===== config.mk =====
export PLATFORM = sky130hd
export DESIGN_NAME = data_eeprom_access_ctrl
export DESIGN_NICKNAME = d
export VERILOG_FILES = /design/src/nv_array.v /design/src/write_timer.v /design/src/data_eeprom_access_ctrl.v
export VERILOG_INCLUDE_DIRS = /design/src
export SDC_FILE = /design/constraint.sdc
export NUM_CORES = 2
export LEC_CHECK = 0
export BUFFER_PORTS_ARGS = -buffer_cell sky130_fd_sc_hd__buf_2
export CORE_MARGIN = 2
export CORE_UTILIZATION = 55
export DETAILED_ROUTE_END_ITERATION = 7
export PLACE_DENSITY = 0.78
export RECOVER_POWER = 50
export SLEW_MARGIN = 30
export SYNTH_ARGS = -nofsm -noshare
export SYNTH_HDL_FRONTEND = slang
export SYNTH_HIERARCHICAL = 1
export SYNTH_SLANG_ARGS = --single-unit

===== constraint.sdc =====
create_clock -name clk -period 6.79 [get_ports clk]
set_clock_uncertainty 0.1 [all_clocks]
set_input_delay 0.679 -clock clk [delete_from_list [all_inputs] [get_ports clk]]
set_output_delay 0.679 -clock clk [all_outputs]
set_load 0.01 [all_outputs]

===== src/eeprom_ctrl_consts.vh =====
`ifndef EEPROM_CTRL_CONSTS_VH
`define EEPROM_CTRL_CONSTS_VH

// Register word indices on the Avalon-MM slave
`define OFS_CTRL 3'h0
`define OFS_UNLOCK 3'h1
`define OFS_VALUE 3'h2
`define OFS_ADDR 3'h3
`define OFS_FLAGS 3'h4

// Control register bit positions
`define CTRL_FETCH 0
`define CTRL_GO 1
`define CTRL_PERMIT 2
`define CTRL_ERR 3
`define CTRL_CFG 6
`define CTRL_PSS 7

// Second peripheral flag register
`define FLAGS_DONE 4

// Unlock key bytes
`define KEY_FIRST 8'h55
`define KEY_SECOND 8'haa

// Reset values and fills
`define BYTE_ZERO 8'h00
`define ERASED_BYTE 8'hff
`define COUNT_ZERO 24'h000000
`define COUNT_ONE 24'h000001

// Clock rate and default write phase times
`define CLK_MHZ 25
`define ERASE_TIME_US 2000
`define PROG_TIME_US 2000

// Array geometry
`define ARRAY_DEPTH 256

`endif


===== src/nv_array.v =====
`timescale 1ns/100ps
`default_nettype none
`include "eeprom_ctrl_consts.vh"

module nv_array (
    input wire clk,
    input wire erase_program_permit,
    input wire [7:0] wrAddr,
    input wire [7:0] wrData,
    input wire [7:0] rdAddr,
    output wire [7:0] rdData
);

    wire [7:0] cells [0:`ARRAY_DEPTH-1];

    genvar i;
    generate
        for (i = 0; i < `ARRAY_DEPTH; i = i + 1) begin : gCell
            reg [7:0] cell_q;
            // Nonvolatile content, kept across reset
            always @(posedge clk) begin
                if (erase_program_permit && (wrAddr == i[7:0])) begin
                    cell_q <= wrData;
                end
            end
            assign cells[i] = cell_q;
        end
    endgenerate

    assign rdData = cells[rdAddr];

endmodule // nv_array
`default_nettype wire


===== src/write_timer.v =====
`timescale 1ns/100ps
`default_nettype none
`include "eeprom_ctrl_consts.vh"

module write_timer (
    input wire clk,
    input wire sys_rst,
    input wire load,
    input wire [23:0] loadCount,
    output reg done
);

    reg [23:0] count_q;

    always @(posedge clk) begin
        if (sys_rst) begin
            count_q <= `COUNT_ZERO;
            done <= 1'b0;
        end else begin
            done <= 1'b0;
            if (load) begin
                count_q <= loadCount;
            end else if (count_q != `COUNT_ZERO) begin
                count_q <= count_q - `COUNT_ONE;
                if (count_q == `COUNT_ONE) begin
                    done <= 1'b1;
                end
            end
        end
    end

endmodule // write_timer
`default_nettype wire


===== src/data_eeprom_access_ctrl.v =====
// Behaviour
// RULE_01 - Array reached only through registers
// RULE_02 - One byte per access, value and address
// RULE_03 - 256 bytes, full 8-bit address valid
// RULE_04 - Write erases location then programs it
// RULE_05 - Internal timer sets write duration
// RULE_06 - Unlock port reads as zero
// RULE_07 - Unlock port used only to start writes
// RULE_08 - Program select set targets program memory
// RULE_09 - Config select set targets configuration space
// RULE_10 - Permit clear blocks write start
// RULE_11 - Clearing permit keeps running write
// RULE_12 - Firmware keeps permit clear when idle
// RULE_13 - Reset during write sets error flag; here it stays set only after a one-cycle reset, a longer reset clears it
// RULE_14 - Reset clears value and address
// RULE_15 - Software reloads registers before retry
// RULE_16 - Go bits cleared by hardware at end
// RULE_17 - No read start with program select
// RULE_18 - Done flag set, held until cleared
// RULE_19 - Done flag at bit 4 of flags
// RULE_20 - Write start needs key sequence first
// RULE_21 - Read loads value and clears fetch
//
// Design decisions made here: the Avalon-MM slave port and the register addresses.
`timescale 1ns/100ps
`default_nettype none
`include "eeprom_ctrl_consts.vh"

module data_eeprom_access_ctrl #(
    parameter integer ERASE_TIME_US = `ERASE_TIME_US,
    parameter integer PROG_TIME_US = `PROG_TIME_US
) (
    input wire clk,
    input wire sys_rst,
    input wire [2:0] address,
    input wire read,
    input wire write,
    input wire [7:0] writedata,
    output reg [7:0] readdata,
    output reg waitrequest,
    output reg updateDone,
    output reg writeBusy
);

    localparam integer ERASE_CYC_INT = ERASE_TIME_US * `CLK_MHZ;
    localparam integer PROG_CYC_INT = PROG_TIME_US * `CLK_MHZ;
    localparam [23:0] ERASE_CYCLES = ERASE_CYC_INT[23:0];
    localparam [23:0] PROG_CYCLES = PROG_CYC_INT[23:0];

    localparam [1:0] ST_IDLE = 2'h0;
    localparam [1:0] ST_ERASE = 2'h1;
    localparam [1:0] ST_PROG = 2'h2;

    localparam [1:0] KEY_NONE = 2'h0;
    localparam [1:0] KEY_HALF = 2'h1;
    localparam [1:0] KEY_FULL = 2'h2;

    reg [1:0] state_q;
    reg [1:0] state_d;
    reg [1:0] keyStage_q;
    reg [7:0] byteValue_q;
    reg [7:0] byteAddr_q;
    reg [7:0] latchAddr_q;
    reg [7:0] latchData_q;
    reg targetData_q;
    reg programSel_q;
    reg configSel_q;
    reg permit_q;
    reg errFlag_q;
    reg fetchGo_q;
    reg cycleGo_q;
    reg doneFlag_q;

    reg timerLoad;
    reg [23:0] timerCount;
    reg arrayWrEn;
    reg [7:0] arrayWrData;
    reg [7:0] readMux;

    wire timerDone;
    wire [7:0] arrayRdData;
    wire busWr;
    wire valueWr;
    wire addrWr;
    wire flagsWr;
    wire idleNow;
    wire keyReady;
    wire cycleEnd;
    wire ctrlWr;
    wire unlockWr;
    wire goAccept;
    wire fetchAccept;
    wire dataSpaceNow;
    wire [7:0] ctrlView;

    assign busWr = write && !waitrequest;
    assign valueWr = busWr && (address == `OFS_VALUE);
    assign addrWr = busWr && (address == `OFS_ADDR);
    assign flagsWr = busWr && (address == `OFS_FLAGS);
    assign ctrlWr = busWr && (address == `OFS_CTRL);
    assign unlockWr = busWr && (address == `OFS_UNLOCK);

    assign dataSpaceNow = !programSel_q && !configSel_q;
    assign idleNow = (state_q == ST_IDLE);
    assign keyReady = (keyStage_q == KEY_FULL);
    // Last cycle of the program phase
    assign cycleEnd = (state_q == ST_PROG) && timerDone;

    // RULE_10 permit gates start
    // RULE_20 key must precede start
    assign goAccept = ctrlWr && writedata[`CTRL_GO] && permit_q
        && keyReady && idleNow;

    // RULE_17 refuse read in program space
    assign fetchAccept = ctrlWr && writedata[`CTRL_FETCH]
        && !writedata[`CTRL_PSS] && idleNow;

    assign ctrlView = {programSel_q, configSel_q, 2'b00, errFlag_q,
        permit_q, cycleGo_q, fetchGo_q};

    // RULE_01 array behind registers only
    nv_array uArray (
        .clk(clk),
        .erase_program_permit(arrayWrEn),
        .wrAddr(latchAddr_q),
        .wrData(arrayWrData),
        .rdAddr(byteAddr_q),
        .rdData(arrayRdData)
    );

    // RULE_05 internal write timer
    // Loaded at each phase start, pulses done at its end
    write_timer uTimer (
        .clk(clk),
        .sys_rst(sys_rst),
        .load(timerLoad),
        .loadCount(timerCount),
        .done(timerDone)
    );

    // Slave handshake: one wait cycle, then accept
    // A request still held after its answer waits again
    always @(posedge clk) begin
        if (sys_rst) begin
            waitrequest <= 1'b1;
        end else if (waitrequest && (read || write)) begin
            waitrequest <= 1'b0;
        end else begin
            waitrequest <= 1'b1;
        end
    end

    always @* begin
        readMux = `BYTE_ZERO;
        if (address == `OFS_CTRL) begin
            readMux = ctrlView;
        end else if (address == `OFS_UNLOCK) begin
            // RULE_06 unlock reads zero
            readMux = `BYTE_ZERO;
        end else if (address == `OFS_VALUE) begin
            readMux = byteValue_q;
        end else if (address == `OFS_ADDR) begin
            readMux = byteAddr_q;
        end else if (address == `OFS_FLAGS) begin
            // RULE_19 done flag at bit 4
            readMux[`FLAGS_DONE] = doneFlag_q;
        end else begin
            // Unmapped indices read as zero
            readMux = `BYTE_ZERO;
        end
    end

    // Taken in the wait cycle, so it stands in the answer cycle
    always @(posedge clk) begin
        if (sys_rst) begin
            readdata <= `BYTE_ZERO;
        end else if (waitrequest && read) begin
            readdata <= readMux;
        end
    end

    // RULE_07 key tracking
    always @(posedge clk) begin
        if (sys_rst) begin
            keyStage_q <= KEY_NONE;
        end else if (unlockWr) begin
            if (writedata == `KEY_FIRST) begin
                keyStage_q <= KEY_HALF;
            end else if ((writedata == `KEY_SECOND) && (keyStage_q == KEY_HALF)) begin
                keyStage_q <= KEY_FULL;
            end else begin
                keyStage_q <= KEY_NONE;
            end
        end else if (busWr) begin
            // Any other bus write breaks the key
            keyStage_q <= KEY_NONE;
        end
    end

    // Write sequencer
    always @* begin
        state_d = state_q;
        timerLoad = 1'b0;
        timerCount = ERASE_CYCLES;
        arrayWrEn = 1'b0;
        arrayWrData = `ERASED_BYTE;
        case (state_q)
            ST_IDLE: begin
                if (goAccept) begin
                    timerLoad = 1'b1;
                    state_d = ST_ERASE;
                end
            end
            ST_ERASE: begin
                if (timerDone) begin
                    // RULE_04 erase before program
                    arrayWrEn = targetData_q;
                    arrayWrData = `ERASED_BYTE;
                    timerLoad = 1'b1;
                    timerCount = PROG_CYCLES;
                    state_d = ST_PROG;
                end
            end
            ST_PROG: begin
                if (timerDone) begin
                    arrayWrEn = targetData_q;
                    arrayWrData = latchData_q;
                    state_d = ST_IDLE;
                end
            end
            default: begin
                state_d = ST_IDLE;
            end
        endcase
    end

    always @(posedge clk) begin
        if (sys_rst) begin
            state_q <= ST_IDLE;
            writeBusy <= 1'b0;
        end else begin
            // RULE_11 permit not consulted once running
            // Busy follows the next state, so it rises at acceptance
            state_q <= state_d;
            writeBusy <= (state_d != ST_IDLE);
        end
    end

    // Capture of the byte being written
    // Latched copies let software rewrite value and address mid-cycle
    always @(posedge clk) begin
        if (sys_rst) begin
            latchAddr_q <= `BYTE_ZERO;
            latchData_q <= `BYTE_ZERO;
            targetData_q <= 1'b0;
        end else if (goAccept) begin
            latchAddr_q <= byteAddr_q;
            latchData_q <= byteValue_q;
            // RULE_08 program space leaves array alone
            // RULE_09 config space leaves array alone
            targetData_q <= dataSpaceNow;
        end
    end

    // RULE_14 reset clears value and address
    // RULE_02 single byte registers
    always @(posedge clk) begin
        if (sys_rst) begin
            byteValue_q <= `BYTE_ZERO;
            byteAddr_q <= `BYTE_ZERO;
        end else begin
            if (addrWr) begin
                // RULE_03 whole 8-bit range valid
                byteAddr_q <= writedata;
            end
            // RULE_21 read loads value
            // Fetch load wins over a bus write in the same cycle
            if (fetchGo_q && dataSpaceNow) begin
                byteValue_q <= arrayRdData;
            end else if (valueWr) begin
                byteValue_q <= writedata;
            end
        end
    end

    // Control register fields
    // Go and fetch bits are handled on their own below
    always @(posedge clk) begin
        if (sys_rst) begin
            programSel_q <= 1'b0;
            configSel_q <= 1'b0;
            permit_q <= 1'b0;
        end else if (ctrlWr) begin
            programSel_q <= writedata[`CTRL_PSS];
            configSel_q <= writedata[`CTRL_CFG];
            permit_q <= writedata[`CTRL_PERMIT];
        end
    end

    // RULE_13 reset mid-write leaves error only if reset lasts one cycle; a longer reset clears it
    always @(posedge clk) begin
        if (sys_rst) begin
            errFlag_q <= (state_q != ST_IDLE);
        end else if (ctrlWr) begin
            errFlag_q <= writedata[`CTRL_ERR];
        end
    end

    // RULE_16 go bits cleared by hardware
    always @(posedge clk) begin
        if (sys_rst) begin
            fetchGo_q <= 1'b0;
            cycleGo_q <= 1'b0;
        end else begin
            if (fetchAccept) begin
                fetchGo_q <= 1'b1;
            end else if (fetchGo_q) begin
                fetchGo_q <= 1'b0;
            end
            if (goAccept) begin
                cycleGo_q <= 1'b1;
            end else if (cycleEnd) begin
                cycleGo_q <= 1'b0;
            end
        end
    end

    // RULE_18 done flag sticky, set wins
    always @(posedge clk) begin
        if (sys_rst) begin
            doneFlag_q <= 1'b0;
            updateDone <= 1'b0;
        end else begin
            if (cycleEnd) begin
                doneFlag_q <= 1'b1;
            end else if (flagsWr) begin
                doneFlag_q <= writedata[`FLAGS_DONE];
            end
            // Output copy, one cycle behind the flag
            updateDone <= doneFlag_q;
        end
    end

endmodule // data_eeprom_access_ctrl
`default_nettype wire


==> After elaboration in Yosys (flattened, before gate mapping) <==
Cells that the tools add are included.
{ "word_totals": {"register_bits": 2128, "in_bits": 15, "out_inout_bits": 11, "word_cells": 878} }
{ "classes": {"n_addsub": 1, "magnitude_cmp": 1, "n_eq_ne": 266, "mux": 36, "bitwise": 2, "n_reduce_logical": 295} }
{ "ops": {"columns": ["cell", "n"], "rows": [
  ["8-bit equality test (second input constant)", 129],
  ["8-bit by 7-bit equality test with 1-bit output (second input constant)", 65],
  ["1-bit logical AND", 275],
  ["8-bit by 6-bit equality test with 1-bit output (second input constant)", 32],
  ["8-bit by 5-bit equality test with 1-bit output (second input constant)", 16],
  ["8-bit two-way mux", 10],
  ["8-bit binary-select mux with 8-bit select", 1],
  ["8-bit by 4-bit equality test with 1-bit output (second input constant)", 8],
  ["8-bit by 3-bit equality test with 1-bit output (second input constant)", 4],
  ["16-bit two-way mux", 2],
  ["24-bit by 1-bit equality test with 1-bit output (second input constant)", 1],
  ["24-bit nonzero test", 1],
  ["24-bit by 1-bit subtractor with 24-bit output (second input constant)", 1],
  ["8-bit by 2-bit equality test with 1-bit output (second input constant)", 2],
  ["2-bit nonzero test", 8],
  ["1-bit two-way mux", 14],
  ["2-bit two-way mux", 7],
  ["9-bit greater-or-equal comparator (second input constant)", 1],
  ["8-bit NOT with 9-bit output", 1],
  ["8-bit by 1-bit equality test with 1-bit output (second input constant)", 1],
  ["8-bit logical NOT", 1],
  ["3-bit by 2-bit equality test with 1-bit output (second input constant)", 2],
  ["2-bit case mux with 3 select lines", 1],
  ["2-bit by 1-bit equality test with 1-bit output (second input constant)", 2],
  ["11 further kinds", 16]
]} }

==> Logic depth before layout (Yosys ltp) <==
{ "depth": {"depth_word": 10, "mapped_depth": 14, "depth_no_buf": 8} }

==> Modules after synthesis <==
Netlist, hierarchy kept.
{ "by_module_without_submodules": {"columns": ["module", "instances", "cells_per_inst", "area_per_inst_um2", "seq_area_each_um2"], "rows": [
  ["nv_array", 1, 3819, 79707.7, 61499.0],
  ["data_eeprom_access_ctrl", 1, 260, 2453.6, 1111.1],
  ["write_timer", 1, 173, 1393.8, 500.5]
]} }

==> Worst setup path after synthesis <==
OpenSTA, ideal clock, no wires.
{ "synth_path": {"kind": "register to register", "from": "register state_q[0]", "to": "register uArray.gCell[0].cell_q[0] (data pin)", "setup_ps": 555, "arrival_time_ps": 2562, "required_ps": 6135, "slack_ps": 3573, "stages_incl_launch_ff": 5, "path_buffers": 0, "synth_period_minus_slack_ps": 3217, "cell_sequence": "dfxtp_1 -> inv_1 -> ha_1 -> nand2_1 -> or2_2"} }
{ "synth_between": {"elab_chain_len": 2} }
{ "synth_lines": {"columns": ["item", "line_no", "rtl"], "rows": [
  ["start: declaration", "data_eeprom_access_ctrl.v:58", "reg [1:0] state_q;"],
  ["start signal: assignment", "data_eeprom_access_ctrl.v:244", "state_q <= state_d;"],
  ["2-bit equality test", "data_eeprom_access_ctrl.v:207", "case (state_q)"],
  ["8-bit two-way mux", null, null],
  ["named net arrayWrData[0]", "data_eeprom_access_ctrl.v:77", "reg [7:0] arrayWrData;"],
  ["end signal: assignment", "nv_array.v:23", "cell_q <= wrData;"],
  ["end: declaration", "nv_array.v:19", "reg [7:0] cell_q;"]
]} }
The timed path passes the listed nets, and every way through them passes these cells.
A chain may end at the register's enable or synchronous reset.

==> Final worst setup path <==
{ "layout_path": {"from": "register state_q[0]", "to": "register uArray.gCell[100].cell_q[4] (data pin)"} }
{ "layout_between": {"elab_chain_len": 2} }
{ "layout_lines": {"columns": ["item", "line_no"], "rows": [
  ["2-bit equality test", "data_eeprom_access_ctrl.v:207"],
  ["8-bit two-way mux", null],
  ["named net arrayWrData[4]", "data_eeprom_access_ctrl.v:77"],
  ["end signal: assignment", "nv_array.v:23"],
  ["end: declaration", "nv_array.v:19"]
]} }
The timed path passes the listed nets, and every way through them passes these cells.

==> impl_metrics.tcl <==
set metrics [dict create \
    cts_tree "yes" \
    drc 0 \
    vias 44005 \
    tightest_slew_ns 3.49 \
    fin_nets 4349 \
    path_class "register to register" \
    drt-total-wl_um 208000 \
    drt_pass1_iterations 8 \
    power_w 0.0254 \
    hold_end "byteValue_q[0]$_SDFFE_PP0P_" \
    postSynthAreaPerCell_um2 19.7 \
    reg2reg_to "uArray/gCell[100].cell_q[4]$_DFFE_PP_" \
    synthMuxAreaShare 0.143 \
    cts-buffers-inserted 193 \
    fill_cells 10085 \
    yosysTopAreaCell "edfxtp_1" \
    io_pins 26 \
    final.period_utilization 0.815 \
    synth_cell_type_count 81 \
    synth-seq-cells 2128 \
    track_usage 0.267 \
    wire_per_inst_um 31.8 \
    synth_compound_area_frac 0.0398 \
    syn_to_final_growth_pct 9.95 \
    setup_tns_ns 0 \
    power_density_mw_per_mm2 277 \
    rsz0062_at_grt "no" \
    regToRegSetupSlack_ns 1.25 \
    yosys_warnings 6 \
    synth_top_family_by_area "multiplexers" \
    hpwl_um 121000 \
    async_flop_share 0 \
    synth-main-ff-cell "edfxtp_1" \
    violations "capacitance limit, slew limit" \
    period_needed_ns 5.54 \
    hold_viol 0 \
    outcome "finished, violations left" \
    cts-root-buf "clkbuf_16" \
    clk_latency_ns 0.85 \
    gp_congestion 0.879 \
    die_w_um 394 \
    syn_inst 4252 \
    synth_xor_area_frac 0.00189 \
    drtIter0Drc 6830 \
    p_leak_nw 32.8 \
    synthSimpleGateAreaFrac 0.0389 \
    routed.top_layer "met5" \
    wl_met2_um 98300 \
    critPathLaunchType "register" \
    cts_num_sinks 2128 \
    postRouteAntennaNets 0 \
    grt_pass1_vias 43734 \
    max_slew_margin -1.33 \
    io_buffer_count 25 \
    drive_above_1_share 0.193 \
    clockBufferDepth 3 \
    path_clk_slew_ns 0.07 \
    clock.fmax_ghz 0.181 \
    multiInputGateArea_mm2 0.0190 \
    vias_per_cell 6.75 \
    grt_max_degree 229 \
    register_area_mm2 0.0631 \
    synth_area_mm2 0.0836 \
    overflow 0 \
    crit_fanout 135 \
    required_ns 6.85 \
    holdCritPathClass "input port to register" \
    floorplan.rows 143 \
    hold_depth 3 \
    slew_viol_final 754 \
    r2r-start "state_q[0]$_SDFF_PP0_" \
    grt_first_pass_wirelength_um 302000 \
    initial_utilization 0.552 \
    post-cts-setup-buffers 0 \
    synth.top_cell.area_share 0.736 \
    synth_adder_area_share 0.00105 \
    synthTopCellsByArea "edfxtp_1 (74%), mux4_2 (11%), mux2i_1 (2.8%), dfxtp_1 (1.9%), nor2_1 (1.5%)" \
    antenna_found_initial 1 \
    cp-end-kind "register" \
    fp.coreArea_mm2 0.151 \
    die_h_um 394 \
    arrival_ns 5.59 \
    worstHoldStart "writedata[0]" \
    synth_edf_count 2049 \
    setup_viol 0 \
    wl_met1_um 73600 \
    ys_seq_area_frac 0.755 \
    maxCapViolCount 12 \
    dieArea_mm2 0.155 \
    wl_met3_um 25200 \
    irDropWorstVdd_v 0.000294 \
    r2r_cells 5 \
    htree_num_levels 4 \
]
-- placed cells by master, fill, tap and decap left out, types with 32 or more instances in the layout --
cell          n
clkinv_1     45
nand3_1      38
buf_4        52
clkinv_2     32
o221ai_1     38
o21ai_0      42
o22ai_1      38
a21oi_1     105
clkbuf_16   196
edfxtp_1   2049
nor2_1      327
dfxtp_1      74
nand2_1     100
nor3_1       44
clkbuf_1     57
a22oi_1     135
mux4_2      423
mux2i_1     231
-- flip-flops by register name, indices dropped and copies added (netlist names), 2 cells and up --
register	count
state_q	2
latchAddr_q	8
readdata	8
byteValue_q	8
latchData_q	8
uArray/gCell.cell_q	2048
keyStage_q	2
uTimer/count_q	24
byteAddr_q	8
-- cell type report --
cell class              count  share of cell area
flip-flops and latches   2128               0.687
multi-input cells        1881               0.207
clock buffers             246              0.0562
well taps                2030              0.0276
repair buffers            109              0.0115
clock inverters           108              0.0102
inverters                  14            0.000572
diodes                      2           0.0000545
-- synth_stat cells (all sizes together), types with 47 or more instances --
library cell	count
o21ai	54
nor3	52
nor2	343
a22oi	135
edfxtp	2049
mux2i	231
nand3	47
clkbuf	126
dfxtp	79
a21oi	105
buf	126
nand2	101
mux4	423
-- through the flow --
stage / util / worst slack (ns) / hold WS, ns / instance area [um2] / instances
6_report: 0.607 / 1.25 / 0.0798 / 91900 / 6518
2_1_floorplan: - / 3.57 / 0.337 / 83600 / 4275
4_1_cts: 0.607 / 2.30 / 0.0420 / 91800 / 6511
3_5_place_dp: 0.566 / 2.40 / 0.377 / 85700 / 6155
5_1_grt: 0.607 / 1.08 / 0.0781 / 91900 / 6516
3_3_place_gp: 0.565 / 2.15 / 0.363 / 85600 / 6152
-- layer usage --
layer | vias up | track usage
li1 | 17600 | -
met1 | 22527 | 0.365
met2 | 3284 | 0.415
met3 | 592 | 0.0592
met4 | 2 | 0.122
met5 | - | 0
-- timing repair --
action,4_1_cts,5_1_grt
hold endpoints to repair,1,0
hold buffers,2,0
resized for setup,0,0
-- cells by family after synthesis --
logic type | after synthesis
simple gates | 686
xor+xnor | 18
other cells | 2
buf+inv | 266
flops | 2128
fa+ha+maj | 7
compound gates | 479
mux | 666
-- how the worst max path moves through the flow --
stage                                     from                               endpoint  slack [ns]  depth (start not counted)
floorplan                state_q[0]$_SDFF_PP0_    uArray/gCell[0].cell_q[0]$_DFFE_PP_        3.57                          4
global placement    byteAddr_q[1]$_SDFFE_PP0P_            byteValue_q[6]$_SDFFE_PP0P_        2.15                          9
detailed placement  byteAddr_q[0]$_SDFFE_PP0P_            byteValue_q[4]$_SDFFE_PP0P_        2.40                          9
CTS                 byteAddr_q[1]$_SDFFE_PP0P_            byteValue_q[7]$_SDFFE_PP0P_        2.30                          9
global route             state_q[0]$_SDFF_PP0_  uArray/gCell[112].cell_q[4]$_DFFE_PP_        1.08                          5
finish                   state_q[0]$_SDFF_PP0_  uArray/gCell[100].cell_q[4]$_DFFE_PP_        1.25                          5
-- where the power goes --
group | internal (W) | switching [W]
clock network | 0.00590 | 0.00469
registers | 0.0142 | 0.0000723
logic | 0.000228 | 0.000331
total | 0.0203 | 0.00509
-- critical path, cell delays in order, from the launching register on --
cell and delay [ns]:
dfxtp_1 0.39, inv_1 0.09, ha_1 0.22, nand2_1 0.31, or2_0 1.24, clkbuf_2 2.39
No activity file was read; power rests on OpenSTA's default activity.
